### config.mk
export PLATFORM = sky130hd
export DESIGN_NAME = rtg_core
export DESIGN_NICKNAME = d
export VERILOG_FILES = /design/src/rtl/rtg_pkg.sv /design/src/rtl/rtg_core.sv
export SDC_FILE = /design/constraint.sdc
export NUM_CORES = 1
export LEC_CHECK = 0
export ABC_CLOCK_PERIOD_IN_PS = 6100
export BUFFER_PORTS_ARGS = -buffer_cell sky130_fd_sc_hd__buf_2
export CAP_MARGIN = 15
export CORE_MARGIN = 1.5
export CORE_UTILIZATION = 44
export DETAILED_ROUTE_END_ITERATION = 10
export PLACE_DENSITY_LB_ADDON = 0.1
export SLEW_MARGIN = 25
export SYNTH_ARGS = -nofsm -noshare
export SYNTH_HDL_FRONTEND = slang
export SYNTH_SLANG_ARGS = --single-unit
### constraint.sdc
create_clock -name ref_clk -period 6.1 [get_ports ref_clk]
set_input_delay 0.305 -clock ref_clk [delete_from_list [all_inputs] [get_ports ref_clk]]
set_output_delay 0.305 -clock ref_clk [all_outputs]
set_load 0.01 [all_outputs]
### src/rtl/rtg_pkg.sv
// rtg_pkg: constants, register map and field layouts of the rtc trim,
// hibernate and clock-select block; shared by the design and the bench.
package rtg_pkg;
  // clock rate and derived counts
  localparam int unsigned REF_CLK_HZ = 40000000;
  localparam int unsigned REF_CLK_NS = 25;
  localparam int unsigned XTAL_DIV = 512;
  localparam int unsigned TRIM_PERIODS = 1024;
  localparam int unsigned HIB_RST_NS = 1000;
  localparam int unsigned HIB_RST_CYC = (HIB_RST_NS + REF_CLK_NS - 1) / REF_CLK_NS;

  // register byte offsets
  localparam logic [5:0] OFS_SCRATCH = 6'h00;
  localparam logic [5:0] OFS_TRIM = 6'h04;
  localparam logic [5:0] OFS_HIB_CTRL = 6'h08;
  localparam logic [5:0] OFS_RTC_CTRL = 6'h0C;
  localparam logic [5:0] OFS_WAKE_EN = 6'h10;
  localparam logic [5:0] OFS_WAKE_ST = 6'h14;
  localparam logic [5:0] OFS_IRQ_ST = 6'h18;
  localparam logic [5:0] OFS_IRQ_MASK = 6'h1C;
  localparam logic [5:0] OFS_SECONDS = 6'h20;

  // field positions
  localparam int unsigned BIT_SHUTDOWN = 0;
  localparam int unsigned BIT_EXT_SEL = 0;
  localparam int unsigned BIT_WAKE_ALARM = 0;
  localparam int unsigned BIT_WAKE_PIN = 1;
  localparam int unsigned BIT_IRQ_TICK = 0;
  localparam int unsigned BIT_IRQ_WAKE = 1;

  // reset values
  localparam logic [31:0] RST_SCRATCH = 32'h0000_0000;
  localparam logic [15:0] RST_DIV = 16'h7FFF;
  localparam logic [9:0] RST_DEL = 10'h000;

  // trim register layout: divider in 15:0, delete count in 25:16
  typedef struct packed {
    logic [5:0] rsvd;
    logic [9:0] del_cnt;
    logic [15:0] div;
  } rtg_trim_t;

  // register port request
  typedef struct packed {
    logic wr;
    logic rd;
    logic [5:0] addr;
    logic [31:0] wdata;
  } rtg_req_t;
endpackage

### src/rtl/rtg_core.sv
// rtg_core: always-on rtc logic: scratch word, fractional 1 Hz trim,
// hibernate entry/exit and low-frequency clock selection.
// assumes the oscillator, crystal and wake pin are asynchronous pins and
// that the register master sits on ref_clk.
//
// Contract
// - A 32-bit scratch word keeps whatever software writes.
// - The selected slow clock is divided by divider field plus one.
// - The trim interval is fixed at 1024 one-hertz periods.
// - Each interval drops as many input clocks as the delete count says.
// - A zero delete count drops nothing; divider sees raw clock.
// - Writing one to shutdown request enters hibernate and drops power enable.
// - An enabled wake event in hibernate asserts the hibernate reset.
// - In hibernate only wake logic and the rtc keep running; here interrupt status and its mask also stay live and writable.
// - Rtc clock is the oscillator or the main crystal divided by 512.
// - Select zero uses oscillator; select one, gate zero uses crystal/512.
// - Shutdown request clears on pin reset and on hibernate reset.
// - Wake flags clear on hibernate entry; the matching one sets on exit.
//
// The register offsets and the plain strobed port were chosen for this implementation.
`timescale 1ns/1ps
module rtg_core
  import rtg_pkg::*;
#(
  parameter int unsigned DIV_W = 16,
  parameter int unsigned HRST_CYC = HIB_RST_CYC
)(
  // clock and reset
  input wire logic ref_clk,
  input wire logic rst,
  // register port
  input wire rtg_req_t req,
  output logic [31:0] rdata,
  // clock pins and gate from the clock manager
  input wire logic low_freq_oscillator,
  input wire logic main_crystal_clock,
  input wire logic divided_crystal_gate,
  // wake sources
  input wire logic wake_pin,
  input wire logic alarm_match,
  // power, reset, tick and interrupt outputs
  output logic power_enable_pin_n,
  output logic core_power_on,
  output logic hibernate_reset,
  output logic one_hz_tick,
  output logic irq
);
  logic [31:0] scratch_word_r;
  rtg_trim_t rtc_trim_register_r;
  logic shutdown_request_bit_r;
  logic external_clock_select_r;
  logic [1:0] wake_en_r;
  logic [1:0] wakeup_status_register_r;
  logic [1:0] irq_st_r;
  logic [1:0] irq_mask_r;
  logic [31:0] seconds_r;
  logic [2:0] osc_sync_r;
  logic [2:0] xtal_sync_r;
  logic [1:0] pin_sync_r;
  logic [8:0] xtal_cnt_r;
  logic xtal_tick;
  logic osc_tick;
  logic slow_tick;
  logic [DIV_W-1:0] pre_cnt_r;
  logic [9:0] period_cnt_r;
  logic [9:0] del_left_r;
  logic [7:0] hrst_cnt_r;
  logic wake_alarm;
  logic wake_pin_ev;
  logic wake_any;
  logic locked;

  function automatic logic hit(input rtg_req_t r, input logic [5:0] ofs);
    hit = r.wr && (r.addr == ofs);
  endfunction

  // while powered down, only the interrupt status and its mask stay writable
  assign locked = shutdown_request_bit_r;

  // pin synchronisers; stage 0 is read only by stage 1
  always_ff @(posedge ref_clk)
  begin
    if (rst)
    begin
      osc_sync_r <= 3'h7; // ones: a high pin after reset is no false rising edge
      xtal_sync_r <= 3'h7;
      pin_sync_r <= 2'h0;
    end
    else
    begin
      osc_sync_r <= {osc_sync_r[1:0], low_freq_oscillator};
      xtal_sync_r <= {xtal_sync_r[1:0], main_crystal_clock};
      pin_sync_r <= {pin_sync_r[0], wake_pin};
    end
  end

  // rising edges of the synchronised clocks, stages 1 and 2 only
  assign osc_tick = osc_sync_r[1] && !osc_sync_r[2];

  // crystal divided by 512 as an enable
  always_ff @(posedge ref_clk)
  begin
    if (rst)
      xtal_cnt_r <= 9'h000;
    else if (xtal_sync_r[1] && !xtal_sync_r[2])
      xtal_cnt_r <= xtal_cnt_r + 9'h001;
  end
  assign xtal_tick = xtal_sync_r[1] && !xtal_sync_r[2] && (xtal_cnt_r == 9'(XTAL_DIV - 1));

  // source select; select=1 with gate=1 leaves the rtc without a clock
  always_comb
  begin
    if (!external_clock_select_r)
      slow_tick = osc_tick;
    else
      slow_tick = xtal_tick && !divided_crystal_gate;
  end

  // prescaler with clock deletion at the head of each trim interval
  always_ff @(posedge ref_clk)
  begin
    if (rst)
    begin
      pre_cnt_r <= '0;
      del_left_r <= RST_DEL;
    end
    else if (slow_tick)
    begin
      if (del_left_r != 10'h000)
        del_left_r <= del_left_r - 10'h001;
      else if (pre_cnt_r >= rtc_trim_register_r.div[DIV_W-1:0])
      begin
        pre_cnt_r <= '0;
        if (period_cnt_r == 10'(TRIM_PERIODS - 1))
          del_left_r <= rtc_trim_register_r.del_cnt;
      end
      else
        pre_cnt_r <= pre_cnt_r + DIV_W'(1);
    end
  end

  // one pulse per divided period; gated off while clocks are deleted
  assign one_hz_tick = slow_tick && (del_left_r == 10'h000)
    && (pre_cnt_r >= rtc_trim_register_r.div[DIV_W-1:0]);

  // trim interval and seconds counters keep running in hibernate
  always_ff @(posedge ref_clk)
  begin
    if (rst)
    begin
      period_cnt_r <= 10'h000;
      seconds_r <= 32'h0000_0000;
    end
    else if (one_hz_tick)
    begin
      period_cnt_r <= period_cnt_r + 10'h001;
      seconds_r <= seconds_r + 32'h0000_0001;
    end
  end

  // wake sources, qualified by enables and by being asleep
  assign wake_alarm = alarm_match && wake_en_r[BIT_WAKE_ALARM];
  assign wake_pin_ev = pin_sync_r[1] && wake_en_r[BIT_WAKE_PIN];
  assign wake_any = shutdown_request_bit_r && (wake_alarm || wake_pin_ev);

  // shutdown request; wake or reset clears it
  always_ff @(posedge ref_clk)
  begin
    if (rst)
      shutdown_request_bit_r <= 1'b0;
    else if (wake_any)
      shutdown_request_bit_r <= 1'b0;
    else if (hit(req, OFS_HIB_CTRL) && req.wdata[BIT_SHUTDOWN])
      shutdown_request_bit_r <= 1'b1;
  end

  // power control: pin low keeps core and io supplied
  assign power_enable_pin_n = shutdown_request_bit_r;
  assign core_power_on = !shutdown_request_bit_r;

  // hibernate reset held for a fixed count after the wake event
  always_ff @(posedge ref_clk)
  begin
    if (rst)
      hrst_cnt_r <= 8'h00;
    else if (wake_any)
      hrst_cnt_r <= 8'(HRST_CYC);
    else if (hrst_cnt_r != 8'h00)
      hrst_cnt_r <= hrst_cnt_r - 8'h01;
  end
  assign hibernate_reset = (hrst_cnt_r != 8'h00);

  // wake cause flags: cleared on entry, set on exit, software writes 0 to clear
  always_ff @(posedge ref_clk)
  begin
    if (rst)
      wakeup_status_register_r <= 2'h0;
    else if (wake_any)
      wakeup_status_register_r <= {wake_pin_ev, wake_alarm};
    else if (hit(req, OFS_HIB_CTRL) && req.wdata[BIT_SHUTDOWN] && !locked)
      wakeup_status_register_r <= 2'h0;
    else if (hit(req, OFS_WAKE_ST) && !locked)
      wakeup_status_register_r <= wakeup_status_register_r & req.wdata[1:0];
  end

  // software registers; frozen while the chip is powered down
  always_ff @(posedge ref_clk)
  begin
    if (rst)
    begin
      scratch_word_r <= RST_SCRATCH;
      rtc_trim_register_r <= '{rsvd: 6'h00, del_cnt: RST_DEL, div: RST_DIV};
      external_clock_select_r <= 1'b0;
      wake_en_r <= 2'h0;
    end
    else if (!locked)
    begin
      if (hit(req, OFS_SCRATCH))
        scratch_word_r <= req.wdata;
      if (hit(req, OFS_TRIM))
        rtc_trim_register_r <= {6'h00, req.wdata[25:0]};
      if (hit(req, OFS_RTC_CTRL))
        external_clock_select_r <= req.wdata[BIT_EXT_SEL];
      if (hit(req, OFS_WAKE_EN))
        wake_en_r <= req.wdata[1:0];
    end
  end

  // interrupt status: set wins over a write-one clear
  always_ff @(posedge ref_clk)
  begin
    if (rst)
    begin
      irq_st_r <= 2'h0;
      irq_mask_r <= 2'h0;
    end
    else
    begin
      irq_st_r <= (irq_st_r & ~(hit(req, OFS_IRQ_ST) ? req.wdata[1:0] : 2'h0))
        | {wake_any, one_hz_tick};
      if (hit(req, OFS_IRQ_MASK))
        irq_mask_r <= req.wdata[1:0];
    end
  end
  assign irq = |(irq_st_r & irq_mask_r);

  // read data, one cycle after the strobe; unmapped reads return zero
  always_ff @(posedge ref_clk)
  begin
    if (rst)
      rdata <= 32'h0000_0000;
    else if (req.rd)
    begin
      case (req.addr)
        OFS_SCRATCH: rdata <= scratch_word_r;
        OFS_TRIM: rdata <= rtc_trim_register_r;
        OFS_HIB_CTRL: rdata <= {31'h0, shutdown_request_bit_r};
        OFS_RTC_CTRL: rdata <= {31'h0, external_clock_select_r};
        OFS_WAKE_EN: rdata <= {30'h0, wake_en_r};
        OFS_WAKE_ST: rdata <= {30'h0, wakeup_status_register_r};
        OFS_IRQ_ST: rdata <= {30'h0, irq_st_r};
        OFS_IRQ_MASK: rdata <= {30'h0, irq_mask_r};
        OFS_SECONDS: rdata <= seconds_r;
        default: rdata <= 32'h0000_0000;
      endcase
    end
    else
      rdata <= 32'h0000_0000;
  end

  // checks
  a_scratch_hold: assert property (@(posedge ref_clk) disable iff (rst)
    !hit(req, OFS_SCRATCH) || locked |=> $stable(scratch_word_r))
    else $error("scratch word changed without a write");
  a_scratch_load: assert property (@(posedge ref_clk) disable iff (rst)
    hit(req, OFS_SCRATCH) && !locked |=> scratch_word_r == $past(req.wdata))
    else $error("scratch write did not land");
  a_div_wrap: assert property (@(posedge ref_clk) disable iff (rst)
    one_hz_tick |=> pre_cnt_r == '0)
    else $error("prescaler did not wrap on the tick");
  a_trim_load: assert property (@(posedge ref_clk) disable iff (rst)
    one_hz_tick && period_cnt_r == 10'h3FF |=> del_left_r == $past(rtc_trim_register_r.del_cnt))
    else $error("delete count not loaded at interval end");
  a_del_block: assert property (@(posedge ref_clk) disable iff (rst)
    del_left_r != 10'h000 |-> !one_hz_tick)
    else $error("tick while clocks are being deleted");
  a_del_step: assert property (@(posedge ref_clk) disable iff (rst)
    slow_tick && del_left_r != 10'h000 |=> del_left_r == $past(del_left_r) - 10'h001
      && $stable(pre_cnt_r))
    else $error("deletion did not consume one input clock");
  a_no_trim: assert property (@(posedge ref_clk) disable iff (rst)
    del_left_r == 10'h000 && slow_tick && pre_cnt_r < rtc_trim_register_r.div
      |=> pre_cnt_r == $past(pre_cnt_r) + 1'b1)
    else $error("divider missed an undeleted clock");
  a_shutdown_pin: assert property (@(posedge ref_clk) disable iff (rst)
    hit(req, OFS_HIB_CTRL) && req.wdata[0] && !wake_any |=> power_enable_pin_n)
    else $error("power enable stayed active after shutdown write");
  a_wake_reset: assert property (@(posedge ref_clk) disable iff (rst)
    wake_any |=> hibernate_reset && !shutdown_request_bit_r ##1 hibernate_reset)
    else $error("wake did not raise hibernate reset");
  a_wake_flag: assert property (@(posedge ref_clk) disable iff (rst)
    wake_any && wake_alarm |=> wakeup_status_register_r[BIT_WAKE_ALARM])
    else $error("alarm wake flag not set on exit");
  a_clk_gated: assert property (@(posedge ref_clk) disable iff (rst)
    external_clock_select_r && divided_crystal_gate |=> $stable(pre_cnt_r) && $stable(del_left_r))
    else $error("rtc clocked through a closed gate");
endmodule

==> results of run 1 <==
==> per-stage QoR <==
stage	power (uW)	instance area (sq um)
2_1_floorplan	1470	8460
3_3_place_gp	1530	9020
3_5_place_dp	1530	9020
4_1_cts	2720	9640
5_1_grt	2790	9650
6_report	2680	9650
==> logic make-up (layout without fill, tap and decap cells) <==
kind of cell / after synthesis / in the layout / share of synthesized area (%)
buffers and inverters: 91 / 161 / 4.26
other: 0 / 1 / 0
and+or+nand+nor: 423 / 423 / 23.1
muxes: 11 / 11 / 1.33
DFF: 193 / 193 / 45.7
adders and majority gates: 23 / 23 / 3.40
xor gates and xnor gates: 39 / 39 / 4.04
AOI/OAI and AO/OA: 226 / 226 / 18.2
==> registers in the layout (all words and copies together) (netlist names), 3 cells and up <==
register,count
hrst_cnt_r,8
rtc_trim_register_r,26
osc_sync_r,3
xtal_cnt_r,9
xtal_sync_r,3
period_cnt_r,10
rdata,32
del_left_r,10
seconds_r,32
scratch_word_r,32
pre_cnt_r,16
==> metal layers <==
layer	part of all wire [%]	GRT usage (%)	wire length (microns)
met2	44	34.7	9930
met1	50	33.9	11200
met4	1.1	7.00	248
met3	5.3	3.81	1190
met5	0	0	0
==> area by class of cell <==
class,instances,area (sq um),area share [%]
repair buffers,94,500,5.19
flip-flops and latches,193,3860,40.0
clock inverters,15,193,2.00
well taps,234,293,3.03
diodes,1,2.50,0.0259
inverters,35,131,1.36
multi-input cells,722,4240,44.0
clock buffers,17,425,4.41
==> layout by cell type, fill, tap and decap left out, types with 17 or more instances in the layout <==
| cell type | n |
|---|---|
| a21oi_1 | 92 |
| a222oi_1 | 24 |
| buf_2 | 82 |
| clkbuf_16 | 17 |
| dfxtp_1 | 193 |
| ha_1 | 23 |
| inv_1 | 34 |
| nand2_1 | 171 |
| nand3_1 | 36 |
| nand4_1 | 17 |
| nor2_1 | 108 |
| o21ai_0 | 25 |
| xnor2_1 | 24 |
==> worst register-to-register path, delay by kind of cell (launching register included) <==
kind | cells | cell delay, ns
compound gates | 3 | 1.36
fa+ha+maj | 1 | 0.26
buf+inv | 2 | 0.56
flops | 1 | 0.40
mux | 1 | 0.34
simple gates | 2 | 0.38
==> path summary, 6_finish.rpt <==
path | startpoint | end | slack, ns | cells after the start
hold reg to reg | osc_sync_r[0] | osc_sync_r[1] | 0.41 | 1
hold / removal | low_freq_oscillator | osc_sync_r[0] | 0.05 | 2
setup / recovery | pre_cnt_r[0] | one_hz_tick | 2.35 | 8
setup reg to reg | pre_cnt_r[0] | seconds_r[9] | 2.69 | 9
==> power groups by stage <==
stage / clock network, uW / registers (uW) / logic [uW]
3_5_place_dp: 0 / 1340 / 190
2_1_floorplan: 0 / 1340 / 138
6_report: 1180 / 1310 / 189
5_1_grt: 1260 / 1320 / 216
3_3_place_gp: 0 / 1340 / 189
4_1_cts: 1210 / 1310 / 191
==> impl_metrics.toml, run 1 <==
[outcome]
outcome = "finished clean"

[yosys]
synth_common_cells = "dfxtp_1 (193), nand2_1 (171), nor2_1 (108)"
synth_seq_cells = 193
yosysMostFrequentCell = "dfxtp_1"
yosysWarningCount = 0
synth.avg_cell_area_sq_um = 8.41
ys_seq_area_share_pct = 45.7
synth-async-reset-ratio_pct = 0
synth_top_area_share_pct = 45.7
synthTopCellsByArea = "dfxtp_1 (46%), nand2_1 (7.6%), a21oi_1 (5.4%)"
synth_cell_types = 67
ys.flop_type = "dfxtp_1"
synth_edf_count = 0
synth_top_area_cell = "dfxtp_1"
syn_nets = 1076
synthesis.area_sq_mm = 0.00846
syn_inst = 1006

[cts]
post_cts_buffers = 0
cts_hold_buf = 0
root_buffer = "clkbuf_16"
clockBufferDepth = 2
ctsResizeCount = 0
cts.sinks = 193
cts_tree = "built"
clk_pin_slew_worst_paths_ns = 0.07
ctsHtreeMaxLevel = 4
cts_buffers = 17
clkLatencyLatePin_ns = 0.44

[drt]
first_iter_violations = 654
wire_per_inst_microns = 17.2
ant_nets = 0
drc = 0
route.vias.total = 7397
dr.pass1.iters = 6
wirelength_microns = 22600
post_drt_via_cell_ratio = 5.64

[timing]
timing.hold.ws_ns = 0.0494
tns_ns = 0
fmax_mhz = 267
finalMaxSlewViolations = 0
hold_violations = 0
period_share_pct = 61.4
fin_skew_ns = 0.0116
max_slew.worst_pin.slew_ns = 0.857
period_minus_slack_ns = 3.75
rsz0062_at_grt = "no"
slew_headroom_pct = 42.3
setup_ws_ns = 2.35
setup_viol = 0

[power]
ir_drop_mv = 0.208
p_leak_uw = 0.00356
pwr-share-clk_pct = 44.1
swShare_pct = 24.5
p_sw_uw = 659
combPwrFrac_pct = 7.1
powerDensity_mw_per_mm2 = 278
p_seq_share_pct = 48.8
p_int_uw = 2030

[critical_path]
end_kind = "output pin"
critPathBufInv = 3
critPathSlowestCell = "o21ai_4"
max_stage_delay_ns = 0.60
crit_path_start_kind = "register"
cp.arrival_ns = 3.44
crit_type = "reg2out"
cp_top_family = "compound AO/OA/AOI/OAI gates"
cp_cell_sequence = "inv_1, ha_1, nand2b_1, a2111oi_2, o31ai_2, o21ai_4, clkinv_1, buf_2"
worstPathRequired_ns = 5.79
cp_max_fo = 26

[final_layout]
syn_to_final_growth_pct = 14.1
nFillCells = 1839
fin_cells = 1311
nets = 1133
finish.utilization_pct = 51.4
drive_above_1_share_pct = 13.7

[min_path]
min_path_type = "in2reg"

[placement]
numPortBuffers = 83
post-place-ws_ns = 2.38
place.gp.congestion = 0.917
hpwl_microns = 15100
dp_cells = 1278

[die]
ios = 84
die_area_sq_mm = 0.0201
start_util_pct = 45.1
die_width_microns = 142
core_sq_mm = 0.0188
rows = 50
die_h_microns = 142

[grt]
antenna_found_initial = 1
grt_max_degree = 66
grtUsageTotal_pct = 23.1
overflow = 0
grt_pass1_vias = 6744
grt_pass1_wl_microns = 36300

[run]
drv_cap = 0
Note: power is estimated with default switching activity, not from simulation.
==> run 2, diff against run 1 <==
ABC_CLOCK_PERIOD_IN_PS = 3820   (was 6100)
clock period = 3.82 ns   (was 6.1 ns; I/O delays follow)
==> run 2 against run 1 <==
  * Critical path depth increased by 1
  * Flip-flop and latch count unchanged
  * Clock skew decreased by 0.0012 ns
  * Clock power increased by 51%
  * Setup slack got worse by 2.0 ns
  * Sequential share of layout area decreased by 0.79 points
  * Via count increased by 1.5%
==> impl_metrics.toml, run 2 (synthesis results as in run 1) <==
[outcome]
outcome = "finished clean"

[final_layout]
regArea_sq_mm = 0.00386
nFillCells = 1807
diodes = 0
multi_input_area_sq_mm = 0.00424
reg_top3 = "rdata (32), scratch_word_r (32), seconds_r (32)"
fin_cells = 1334
syn_to_final_growth_pct = 16.4
final_common_cell = "dfxtp_1"
nets = 1158
final_cell_mix = "dfxtp_1 (193), nand2_1 (171), nor2_1 (108)"
drive_above_1_share_pct = 13.5

[timing]
period_minus_slack_ns = 3.42
max_slew.worst_pin.slew_ns = 0.972
fin_skew_ns = 0.0103
tns_ns = 0
period_share_pct = 89.6
setup_viol = 0
rsz0062_at_grt = "no"
hold_violations = 0
fmax_mhz = 292
finalMaxSlewViolations = 0
slew_headroom_pct = 35.2

[cts]
root_buffer = "clkbuf_16"
ctsHtreeMaxLevel = 4
cts.sinks = 193
clockBufferDepth = 2
clkLatencyLatePin_ns = 0.43
clk_pin_slew_worst_paths_ns = 0.07
cts_buffers = 17
cts_tree = "built"
post_cts_buffers = 0

[critical_path]
timing.rr.end = "seconds_r[9]"
cp_max_fo = 26
max_stage_delay_ns = 0.58
worstPathRequired_ns = 3.63
worstReg2RegStart = "pre_cnt_r[0]"
critPathSlowestCell = "o21ai_4"
crit_path_start_kind = "register"
crit_type = "reg2out"
end_kind = "output pin"
cp.arrival_ns = 3.23
r2r_slack_ns = 0.80
cp_cell_sequence = "inv_1, ha_1, nand2b_1, a2111oi_2, o31ai_2, o21ai_4, clkinv_1, buf_4, buf_2"
reg2reg_depth = 9

[power]
pwr-share-clk_pct = 42.4
swShare_pct = 24.1
powerDensity_mw_per_mm2 = 425
ir_drop_mv = 0.313
p_seq_share_pct = 50.0
p_sw_uw = 1010
p_leak_uw = 0.00364
p_int_uw = 3180
combPwrFrac_pct = 7.6

[drt]
post_drt_via_cell_ratio = 5.63
drc = 0
route.vias.total = 7507
wire_per_inst_microns = 16.9
ant_nets = 0
dr.pass1.iters = 7
first_iter_violations = 573
wirelength_microns = 22600

[die]
start_util_pct = 45.1
die_width_microns = 142
die_area_sq_mm = 0.0201
core_sq_mm = 0.0188
ios = 84
rows = 50
die_h_microns = 142

[placement]
place.gp.congestion = 0.847
hpwl_microns = 15000
numPortBuffers = 83
dp_cells = 1283

[grt]
overflow = 0
grtUsageTotal_pct = 23.2
grt_pass1_wl_microns = 36300
grt_max_degree = 90
antenna_found_initial = 0
grt_pass1_vias = 6709

[min_path]
min_path_type = "in2reg"
min_from = "req[3]"
worstHoldEndpoint = "scratch_word_r[3]"
min_path_cells = 3

[run]
drv_cap = 0
[run 2: changes by cell type in the layout (fill, tap and decap cells not counted)]
cell | before | now
and3_1 | 12 | 13
clkinvlp_4 | 1 | 3
dlygate4sd3_1 | 0 | 20
inv_8 | 1 | 0
clkbuf_1 | 0 | 1
buf_4 | 12 | 17
clkbuf_8 | 0 | 1
clkinv_2 | 1 | 2
diode_2 | 1 | 0
inv_6 | 8 | 1
clkinv_4 | 1 | 4
and3_2 | 1 | 0
bufinv_16 | 3 | 2
[run 2: metrics by stage]
stage / hold WS [ns] / util (%) / setup WS, ns / cell area, sq um / power [uW]
6_report: 0.0158 / 52.5 / 0.396 / 9850 / 4190
5_1_grt: 0.00643 / 52.5 / 0.144 / 9850 / 4370
4_1_cts: 0.00332 / 52.4 / 0.134 / 9840 / 4220
3_5_place_dp: 0.379 / 48.3 / 0.553 / 9060 / 2450
3_3_place_gp: 0.379 / 48.3 / 0.628 / 9060 / 2440
2_1_floorplan: 0.295 / - / 1.23 / 8460 / 2350
[run 2: worst max-delay path, delay by kind of cell (launching register included)]
kind,cells,cell delay (ns)
AOI/OAI and AO/OA,3,1.38
adders and majority gates,1,0.26
buffers and inverters,4,0.60
DFF,1,0.40
and+or+nand+nor,1,0.15
[run 2: cell type report]
class,instances,area share [%]
flip-flops and latches,193,39.2
inverters,35,1.33
clock buffers,19,4.50
multi-input cells,722,43.1
well taps,234,2.97
repair buffers,119,7.50
clock inverters,12,1.39
[run 2: what timing repair did]
action,in CTS,in global routing
hold endpoints to repair,31,0
hold buffers,20,0
resized for setup,0,1
endpoints found under the setup margin,0,1
[run 2: power groups by stage]
| stage | Combinational (uW) | Clock, uW | Sequential, uW |
|---|---|---|---|
| after floorplan | 221 | 0 | 2130 |
| after global placement | 303 | 0 | 2140 |
| after detailed placement | 307 | 0 | 2140 |
| after CTS | 324 | 1810 | 2090 |
| after global routing | 370 | 1900 | 2100 |
| final | 318 | 1780 | 2090 |
[run 2: worst max-delay path by stage]
| stage | from | endpoint | slack, ns |
|---|---|---|---|
| 6_report | pre_cnt_r[0] | one_hz_tick | 0.40 |
| 5_1_grt | pre_cnt_r[0] | one_hz_tick | 0.14 |
| 4_1_cts | pre_cnt_r[0] | one_hz_tick | 0.13 |
| 3_5_place_dp | pre_cnt_r[0] | seconds_r[9] | 0.55 |
| 3_3_place_gp | pre_cnt_r[0] | seconds_r[9] | 0.63 |
| 2_1_floorplan | pre_cnt_r[0] | seconds_r[9] | 1.23 |
[run 2: routing by layer]
layer / vias to the layer above / track usage, % / routed length (microns)
met5: - / 0 / 0
met4: 0 / 4.94 / 161
met3: 16 / 3.91 / 1250
met2: 203 / 36.5 / 10100
met1: 3548 / 33.4 / 11000
li1: 3740 / - / -
